[src/pwc_defines.vh]
// Constants for the periodic wakeup counter: offsets, fields, resets.
// =====================================================================
`ifndef PWC_DEFINES_VH
`define PWC_DEFINES_VH

// =====================================================================
// Register byte offsets
`define PWC_OFF_CTRL 12'h000
`define PWC_OFF_COUNT 12'h004
`define PWC_OFF_MOD 12'h008

// =====================================================================
// Control register fields
`define PWC_FLAG_BIT 7
`define PWC_SRC_HI 6
`define PWC_SRC_LO 5
`define PWC_IE_BIT 4
`define PWC_DIV_HI 3
`define PWC_DIV_LO 0

// =====================================================================
// Reset values
`define PWC_RST_SRC 2'h0
`define PWC_RST_DIV 4'h0
`define PWC_RST_MOD 8'h00
`define PWC_RST_COUNT 8'h00
`define PWC_RST_PRESC 18'h00000

// =====================================================================
// Source select codes
`define PWC_SRC_LPO 2'h0
`define PWC_SRC_EXT 2'h1

`endif

[src/pwc_top.v]
// Periodic wakeup counter: APB slave, source select, prescaler, counter.
`timescale 1ns/1ns
`default_nettype none
`include "pwc_defines.vh"

module pwc_top (
  // Bus clock and reset
  input wire pclk,
  input wire presetn,
  // APB slave
  input wire psel,
  input wire penable,
  input wire pwrite,
  input wire [11:0] paddr,
  input wire [31:0] pwdata,
  output reg [31:0] prdata,
  output reg pready,
  output reg pslverr,
  // Source clocks, sampled as levels
  input wire low_power_osc_clock,
  input wire external_ref_clock,
  input wire internal_ref_clock,
  // Debug freeze
  input wire debug_active,
  // Interrupt request
  output reg tick_irq
);

  // =====================================================================
  // Divide ratio lookup
  function [17:0] pwc_ratio;
    input src0;
    input [3:0] div;
    begin
      pwc_ratio = 18'h00001;
      if (!src0) begin
        case (div)
          4'h1: pwc_ratio = 18'h00008;
          4'h2: pwc_ratio = 18'h00020;
          4'h3: pwc_ratio = 18'h00040;
          4'h4: pwc_ratio = 18'h00080;
          4'h5: pwc_ratio = 18'h00100;
          4'h6: pwc_ratio = 18'h00200;
          4'h7: pwc_ratio = 18'h00400;
          4'h8: pwc_ratio = 18'h00001;
          4'h9: pwc_ratio = 18'h00002;
          4'ha: pwc_ratio = 18'h00004;
          4'hb: pwc_ratio = 18'h0000a;
          4'hc: pwc_ratio = 18'h00010;
          4'hd: pwc_ratio = 18'h00064;
          4'he: pwc_ratio = 18'h001f4;
          4'hf: pwc_ratio = 18'h003e8;
          default: pwc_ratio = 18'h00001;
        endcase
      end else begin
        case (div)
          4'h1: pwc_ratio = 18'h00400;
          4'h2: pwc_ratio = 18'h00800;
          4'h3: pwc_ratio = 18'h01000;
          4'h4: pwc_ratio = 18'h02000;
          4'h5: pwc_ratio = 18'h04000;
          4'h6: pwc_ratio = 18'h08000;
          4'h7: pwc_ratio = 18'h10000;
          4'h8: pwc_ratio = 18'h003e8;
          4'h9: pwc_ratio = 18'h007d0;
          4'ha: pwc_ratio = 18'h01388;
          4'hb: pwc_ratio = 18'h02710;
          4'hc: pwc_ratio = 18'h04e20;
          4'hd: pwc_ratio = 18'h0c350;
          4'he: pwc_ratio = 18'h186a0;
          4'hf: pwc_ratio = 18'h30d40;
          default: pwc_ratio = 18'h00001;
        endcase
      end
    end
  endfunction

  // =====================================================================
  // State
  reg [1:0] source_select;
  reg [3:0] divider_select;
  reg tick_irq_enable;
  reg tick_flag;
  reg [7:0] modulo_compare;
  reg [7:0] count_value;
  reg [17:0] presc;
  reg src_prev;

  reg next_tick_flag;
  reg [7:0] next_count;
  reg [17:0] next_presc;
  reg sel_clk;
  reg [17:0] ratio;
  reg restart;
  reg presc_out;

  wire access_done = psel & penable & pready;
  wire wr_done = access_done & pwrite;
  wire hit_ctrl = (paddr == `PWC_OFF_CTRL);
  wire hit_count = (paddr == `PWC_OFF_COUNT);
  wire hit_mod = (paddr == `PWC_OFF_MOD);
  wire hit_any = hit_ctrl | hit_count | hit_mod;
  wire wr_ctrl = wr_done & hit_ctrl;
  wire wr_mod = wr_done & hit_mod;
  wire [1:0] wr_src = pwdata[`PWC_SRC_HI:`PWC_SRC_LO];
  wire [3:0] wr_div = pwdata[`PWC_DIV_HI:`PWC_DIV_LO];

  // =====================================================================
  // Source mux and prescaler/counter next state
  always @* begin
    case (source_select)
      `PWC_SRC_LPO: sel_clk = low_power_osc_clock;
      `PWC_SRC_EXT: sel_clk = external_ref_clock;
      default: sel_clk = internal_ref_clock;
    endcase
    ratio = pwc_ratio(source_select[0], divider_select);
    // A modulo write or a changed selection restarts the prescaler and the counter
    restart = wr_mod
      | (wr_ctrl & (wr_src != source_select))
      | (wr_ctrl & (wr_div != divider_select));
    presc_out = 1'b0;
    next_presc = presc;
    next_count = count_value;
    next_tick_flag = tick_flag;
    // Clear first so a same-cycle tick still sets the flag
    if (wr_ctrl && pwdata[`PWC_FLAG_BIT]) begin
      next_tick_flag = 1'b0;
    end
    if (restart) begin
      next_presc = `PWC_RST_PRESC;
      next_count = `PWC_RST_COUNT;
    end else if (divider_select != 4'h0 && !debug_active) begin
      // Rising edge of selected source, sampled on pclk
      if (sel_clk && !src_prev) begin
        if (presc >= ratio - 18'h00001) begin
          next_presc = `PWC_RST_PRESC;
          presc_out = 1'b1;
        end else begin
          next_presc = presc + 18'h00001;
        end
      end
      if (presc_out) begin
        if (count_value == modulo_compare) begin
          next_count = 8'h00;
          next_tick_flag = 1'b1;
        end else begin
          next_count = count_value + 8'h01;
        end
      end
    end
  end

  // =====================================================================
  // Counting and control registers
  always @(posedge pclk or negedge presetn) begin
    if (!presetn) begin
      source_select <= `PWC_RST_SRC;
      divider_select <= `PWC_RST_DIV;
      tick_irq_enable <= 1'b0;
      tick_flag <= 1'b0;
      modulo_compare <= `PWC_RST_MOD;
      count_value <= `PWC_RST_COUNT;
      presc <= `PWC_RST_PRESC;
      src_prev <= 1'b0;
      tick_irq <= 1'b0;
    end else begin
      src_prev <= sel_clk;
      presc <= next_presc;
      count_value <= next_count;
      tick_flag <= next_tick_flag;
      tick_irq <= next_tick_flag & (wr_ctrl ? pwdata[`PWC_IE_BIT] :
                  tick_irq_enable);
      if (wr_ctrl) begin
        source_select <= wr_src;
        divider_select <= wr_div;
        tick_irq_enable <= pwdata[`PWC_IE_BIT];
      end
      if (wr_mod) begin
        modulo_compare <= pwdata[7:0];
      end
    end
  end

  // =====================================================================
  // APB answer: one wait state, then registered data and status
  always @(posedge pclk or negedge presetn) begin
    if (!presetn) begin
      pready <= 1'b0;
      pslverr <= 1'b0;
      prdata <= 32'h00000000;
    end else begin
      pready <= psel & penable & ~pready;
      pslverr <= psel & penable & ~pready & ~hit_any;
      prdata <= 32'h00000000;
      if (psel && penable && !pready && !pwrite) begin
        if (hit_ctrl) begin
          prdata <= {24'h000000, tick_flag, source_select,
                     tick_irq_enable, divider_select};
        end else if (hit_count) begin
          prdata <= {24'h000000, count_value};
        end else if (hit_mod) begin
          prdata <= {24'h000000, modulo_compare};
        end
      end
    end
  end

endmodule // pwc_top
`default_nettype wire

[config.mk]
export PLATFORM = sky130hd
export DESIGN_NAME = pwc_top
export DESIGN_NICKNAME = d
export VERILOG_FILES = /design/src/pwc_top.v
export VERILOG_INCLUDE_DIRS = /design/src
export SDC_FILE = /design/constraint.sdc
export NUM_CORES = 1
export LEC_CHECK = 0
export ABC_AREA = 1
export BUFFER_PORTS_ARGS = -buffer_cell sky130_fd_sc_hd__buf_2
export CAP_MARGIN = 5
export CORE_ASPECT_RATIO = 0.6
export CORE_UTILIZATION = 60
export DETAILED_ROUTE_END_ITERATION = 8
export HOLD_SLACK_MARGIN = 0.12
export PLACE_DENSITY = 0.91
export SKIP_CTS_REPAIR_TIMING = 1
export SYNTH_ARGS = -nofsm -noshare
export SYNTH_HDL_FRONTEND = slang
export SYNTH_SLANG_ARGS = --single-unit
[constraint.sdc]
create_clock -name pclk -period 5.9 [get_ports pclk]
set_input_delay 0.885 -clock pclk [delete_from_list [all_inputs] [get_ports pclk]]
set_output_delay 0.885 -clock pclk [all_outputs]
set_load 0.01 [all_outputs]
* After elaboration in Yosys (flattened, before gate mapping)
Memories as Yosys holds them, arrays and structs flattened.
Index checks and enable logic that the tools add are counted.
** Cells by class
- Magnitude comparators :: 1
- Equality and inequality tests :: 6
- Mux-type cells :: 24
- Reductions and logical operators :: 18
- Bitwise operators :: 16
- $add $sub $neg :: 3
** Operator list (count)
- $mux 18 :: 5
- $mux 8 :: 8
- $add 18x1->18 const B :: 1
- $ge 18x18->1 :: 1
- $sub 18x1->18 const B :: 1
- $eq 12x3->1 const B :: 1
- $eq 12x4->1 const B :: 1
- $logic_not 12->1 :: 1
- $and 1x1->1 :: 10
- $mux 1 :: 10
- $add 8x1->8 const B :: 1
- $eq 8x8->1 :: 1
- $logic_and 1x1->1 :: 6
- $reduce_bool 2->1 :: 3
- $logic_not 1->1 :: 4
- $ne 4x4->1 :: 1
- $or 1x1->1 :: 4
- $reduce_and 2->1 :: 2
- $reduce_bool 4->1 :: 1
- $eq 2x1->1 const B :: 1
- $logic_not 2->1 :: 1
- $ne 2x2->1 :: 1
- $not 1->1 :: 2
- $pmux 1 s2 :: 1
** Storage, ports and cells
- Memories kept :: 2
- Word-level logic and storage cells :: 82
- Input bits :: 53
- Bits in registers :: 78
- ROM bits :: 432
- Output and inout port bits :: 35
** Memory list
- (no name shown) :: words 16, width 16, read ports 1, clocked after memory_dff 0, wr ports 0, line pwc_top.v:56 : case (div)
- (no name shown) :: words 16, width 11, read ports 1, clocked after memory_dff 0, wr ports 0, line pwc_top.v:37 : case (div)

* Logic depth before layout (Yosys ltp)
- Word-level depth :: 12
- Depth in mapped cells :: 25
- Gate-level depth less buffers :: 25

* Worst setup path after synthesis
OpenSTA, ideal clock, no wires.
- Kind :: register -> register
- From :: register divider_select[0]
- To :: register presc[3]
- Arrival :: 3.093 ns
- Library setup time :: 0.117 ns
- Path buffers :: 1
- Data required time :: 5.783 ns
- Clock period less this slack :: 3.210 ns
- Stages on the path, launching flop included :: 24
- Slack :: 2.690 ns
- Path through :: dfrtp_1 inv_1 ha_1 nand3_1 ha_1 inv_1 nor2_1 nand2_2 nor2_2 nand2_2 nor2_2 nand2_1 nand2_1 nand2_1 ha_1 nand2_1 nor2_1 a21boi_0 nor2_1 nand3_1 buf_4 nor2_1 nand3_1 nand2_1
** On the way
- Cells in the longest elaborated chain, start to end :: 8
- Elaborated cells on any way between the ends :: 17
- Classes of those cells :: add/sub: 1; order compare: 1; eq/ne: 1; mux: 5; bitwise: 2; reduce/logical: 5; memory: 2
** RTL lines
- start: declaration :: line pwc_top.v:81 : reg [3:0] divider_select;
- start signal: assignment :: line pwc_top.v:158 : divider_select <= `PWC_RST_DIV;
- start signal: assignment :: line pwc_top.v:175 : divider_select <= wr_div;
- $mem_v2 16x11 / $mem_v2 16x16 (equally long branches)
- $mux 18 :: line pwc_top.v:36 : if (!src0) begin
- $sub 18x1->18 :: line pwc_top.v:135 : if (presc >= ratio - 18'h00001) begin
- $ge 18x18->1 :: line pwc_top.v:135
- $mux 18 :: line pwc_top.v:135
- $mux 18 :: line pwc_top.v:134 : if (sel_clk && !src_prev) begin
- $mux 18 :: line pwc_top.v:132 : end else if (divider_select != 4'h0 && !debug_active) begin
- $mux 18 :: line pwc_top.v:129 : if (restart) begin
- end signal: assignment :: line pwc_top.v:163 : presc <= `PWC_RST_PRESC;
- end signal: assignment :: line pwc_top.v:168 : presc <= next_presc;
- end: declaration :: line pwc_top.v:86 : reg [17:0] presc;
Parallel ways exist; a longest one is shown, timed or not. The select of a mux whose other input is x is not followed.
A chain may end at the register's enable or synchronous reset.

* Final worst setup path
- From :: register divider_select[2]
- To :: register tick_irq
** On the way
- Cells in the longest elaborated chain, start to end :: 12
- Elaborated cells on any way between the ends :: 18
- Classes of those cells :: add/sub: 1; order compare: 1; eq/ne: 1; mux: 8; bitwise: 3; reduce/logical: 2; memory: 2
** RTL lines
- $mem_v2 16x11 / $mem_v2 16x16 (equally long branches)
- $mux 18 :: line pwc_top.v:36
- $sub 18x1->18 :: line pwc_top.v:135
- $ge 18x18->1 :: line pwc_top.v:135
- $mux 1 :: line pwc_top.v:135
- $mux 1 :: line pwc_top.v:134
- $mux 1 :: line pwc_top.v:132
- $mux 1 :: line pwc_top.v:129
- $mux 1 :: line pwc_top.v:142 : if (presc_out) begin
- $mux 1 :: line pwc_top.v:132
- $mux 1 * :: line pwc_top.v:129
- $and 1x1->1 * :: line pwc_top.v:171 : tick_irq <= next_tick_flag & (wr_ctrl ? pwdata[`PWC_IE_BIT] :
- end signal: assignment :: line pwc_top.v:171
- end: declaration :: line pwc_top.v:26 : output reg tick_irq
Mark *: on every way between the ends. The rest lies on a longest branch, timed or not. The select of a mux whose other input is x is not followed.

==> impl_metrics.env <==
export IMPL_status="complete, no violations"
export IMPL_drive_above_1_share_pct=12.0
export IMPL_synthFlopType="dfrtp_1"
export IMPL_holdCritPathClass="register to register"
export IMPL_p_seq_share_pct=50.0
export IMPL_finalHoldViolCount=0
export IMPL_syn_inst=736
export IMPL_fmax_mhz=217
export IMPL_leakage_nw=2.97
export IMPL_fin_setup_tns_ns=0
export IMPL_period_minus_slack_ns=4.61
export IMPL_cts_sinks=54
export IMPL_clk_path_buf_depth=2
export IMPL_boundaryPins=88
export IMPL_slew_headroom_pct=52.7
export IMPL_path_clk_slew_ns=0.08
export IMPL_final_cells=874
export IMPL_startpoint_type="register"
export IMPL_synth_cell_types=41
export IMPL_cp_end_kind="register"
export IMPL_dieArea_sq_um=8550
export IMPL_port_buffers=39
export IMPL_power_density_nw_per_um2=154
export IMPL_avgSynthCellArea_sq_um=6.66
export IMPL_drv_slew=0
export IMPL_mostFrequentLayoutCells="nand2_1 (225), inv_1 (92), nor2_1 (85), dfrtp_1 (54), nand3_1 (50)"
export IMPL_synthArstFlopShare_pct=100
export IMPL_synth_seq_area_share_pct=27.6
export IMPL_wl_per_cell_microns=14.4
export IMPL_wirelength_mm=12.6
export IMPL_core_region_area_sq_um=7880
export IMPL_grt_pass1_wl_mm=21.0
export IMPL_path_class="register to register"
export IMPL_clock_skew_ns=0.0101
export IMPL_layout_commonest_cell="nand2_1"
export IMPL_grt_max_degree=55
export IMPL_drcViolationCount=0
export IMPL_internal_power_w=0.000569
export IMPL_syn2layout_area_growth_pct=4.95
export IMPL_worstPathArrival_ns=4.85
export IMPL_ys_ff_latch=54
export IMPL_worst_slew_pin_slew_ns=0.706
export IMPL_cp_top_family="simple AND/OR/NAND/NOR gates"
export IMPL_antenna_found_initial=0
export IMPL_cp_max_fo=21
export IMPL_r2r_cells=22
export IMPL_dp_cells=867
export IMPL_synth_edf_count=0
export IMPL_drt_iter0_drc=456
export IMPL_fin_crit_sh_pct=78.2
export IMPL_layout_nets=846
export IMPL_overflow=0
export IMPL_peakVddDrop_v=0.000108
export IMPL_track_usage_pct=30.7
export IMPL_grt_pass1_vias=4408
export IMPL_synth_top_cell_by_area="dfrtp_1"
export IMPL_power_switching_w=0.000225
export IMPL_cts_buffers=5
export IMPL_path_common_cell="nand2_1"
export IMPL_die_w_microns=119
export IMPL_synth_top_area_share_pct=27.6
export IMPL_crit_chain="inv_1 -> nand2_1 -> inv_1 -> nand2_2 -> ha_1 -> inv_1 -> nor2_1 -> nand2_2 -> nor2_2 -> nand2_2 -> nor2_4 -> nand2_1 -> nand2_1 -> nand2_1 -> ha_1 -> nand2_1 -> nor2_1 -> a21boi_0 -> nor2_1 -> nand3_1 -> nand3_1 -> a21oi_1"
export IMPL_gp_congestion=0.952
export IMPL_comb_power_share_pct=11.9
export IMPL_drt_pass1_iterations=5
export IMPL_initial_core_util_pct=62.2
export IMPL_ant_nets=0
export IMPL_required_ns=6.14
export IMPL_rsz0062_at_grt="no"
export IMPL_yosys_warnings=0
export IMPL_drt_vias_per_instance=5.63
export IMPL_vias=4917
export IMPL_cp_slowest_cell="dfrtp_1"
export IMPL_dp_hpwl_mm=9.69
export IMPL_drv_cap=0
export IMPL_syn_area_sq_um=4900
export IMPL_cp_num_cells=22
export IMPL_insertion_delay_ns=0.30
export IMPL_htreeDepth=2
export IMPL_finalSetupViolations=0
export IMPL_root_buffer="clkbuf_16"
export IMPL_rows=25
export IMPL_synth_top_cells_by_area="dfrtp_1 (28%), nand2_1 (17%), inv_1 (7.0%), ha_1 (6.9%), nor2_1 (6.5%)"
export IMPL_cts_tree="built"
export IMPL_path_buf_inv=3
export IMPL_antennaDiodeCount=0
export IMPL_switching_share_pct=28.3
export IMPL_max_stage_delay_ns=0.79
export IMPL_p_clk_share_pct=38.0
export IMPL_die_h_microns=72.0
export IMPL_worstHoldPathCells=1
-- cell usage after synthesis (4+ instances only) --
cell and instances:
o21ai_0 30, a21oi_1 7, ha_1 27, o211ai_1 14, dfrtp_1 54, inv_2 5, buf_6 7, nand2_1 225
nand2_2 15, nand3b_1 4, buf_4 25, nor2_1 85, xor2_1 22, nor3_1 8, nand4_1 17, nand3_1 50
inv_1 92, clkbuf_1 5, nor2_2 6, nor2_4 4, xnor2_1 7
-- power groups by stage --
stage | Combinational, W | Clock [W] | Sequential, W
after floorplan | 0.0000722 | 0 | 0.000399
after global placement | 0.0000865 | 0 | 0.000403
after detailed placement | 0.0000924 | 0 | 0.000403
after CTS | 0.0000934 | 0.000303 | 0.000396
after global routing | 0.000109 | 0.000317 | 0.000399
final | 0.0000947 | 0.000302 | 0.000397
-- stage by stage --
step | hold slack [ns] | cell area, sq um | total power, W | setup WS [ns] | utilization, %
3_5_place_dp | 0.461 | 5010 | 0.000495 | 1.45 | 63.5
2_1_floorplan | 0.474 | 4990 | 0.000472 | 2.69 | -
6_report | 0.474 | 5150 | 0.000794 | 1.29 | 65.3
5_1_grt | 0.497 | 5150 | 0.000824 | 0.879 | 65.3
3_3_place_gp | 0.442 | 5010 | 0.000490 | 1.67 | 63.5
4_1_cts | 0.469 | 5150 | 0.000792 | 1.40 | 65.3
-- final timing paths --
path / endpoint / slack (ns) / startpoint
min in group asynchronous: prdata[4] / 0.70 / presetn
setup reg to reg: tick_irq / 1.29 / divider_select[2]
max in group asynchronous: src_prev / 4.74 / presetn
hold reg to reg: pready / 0.47 / pready
setup / recovery: tick_irq / 1.29 / divider_select[2]
hold / removal: pready / 0.47 / pready
-- cell type report --
cell class / count / area [sq um]
clock buffers: 5 / 125
clock inverters: 2 / 13.8
fillers: 694 / 2740
inverters: 98 / 370
multi-input cells: 567 / 2950
flip-flops and latches: 54 / 1350
well taps: 108 / 135
repair buffers: 40 / 203
-- flip-flops by register name, indices dropped and copies added (netlist names) --
signal and flops:
pslverr 1, presc 18, tick_flag 1, prdata 8
modulo_compare 8, src_prev 1, count_value 8, source_select 2
divider_select 4, tick_irq_enable 1, tick_irq 1, pready 1
-- per-layer routing --
metal | vias up | share of wire, % | routed length, microns | track usage (%)
met4 | 0 | 1.4 | 182 | 5.77
met1 | 2284 | 45 | 5720 | 43.5
met3 | 36 | 11 | 1340 | 7.70
met2 | 264 | 43 | 5360 | 48.0
met5 | - | 0 | 0 | 0
li1 | 2333 | - | - | -
-- cell families (layout without fill, tap and decap cells) --
group                      Yosys count  count (layout)  share of synthesized area [%]
and+or+nand+nor                    422             422                           37.8
buffers and inverters              138             145                           14.1
AOI/OAI and AO/OA                   63              63                           7.96
DFF                                 54              54                           27.6
xor gates and xnor gates            29              29                           5.18
adders and majority gates           27              27                           6.89
muxes                                2               2                          0.459
other                                1              24                         0.0765
-- worst register-to-register path, cell delays in order, from the launching register on --
cell      delay [ns]
dfrtp_1         0.79
inv_1           0.31
nand2_1         0.19
inv_1           0.07
nand2_2         0.07
ha_1            0.18
inv_1           0.05
nor2_1          0.12
nand2_2         0.10
nor2_2          0.15
nand2_2         0.13
nor2_4          0.15
nand2_1         0.07
nand2_1         0.06
nand2_1         0.06
ha_1            0.27
nand2_1         0.05
nor2_1          0.28
a21boi_0        0.35
nor2_1          0.11
nand3_1         0.55
nand3_1         0.28
a21oi_1         0.19
Power figures use the tool's default switching activity.
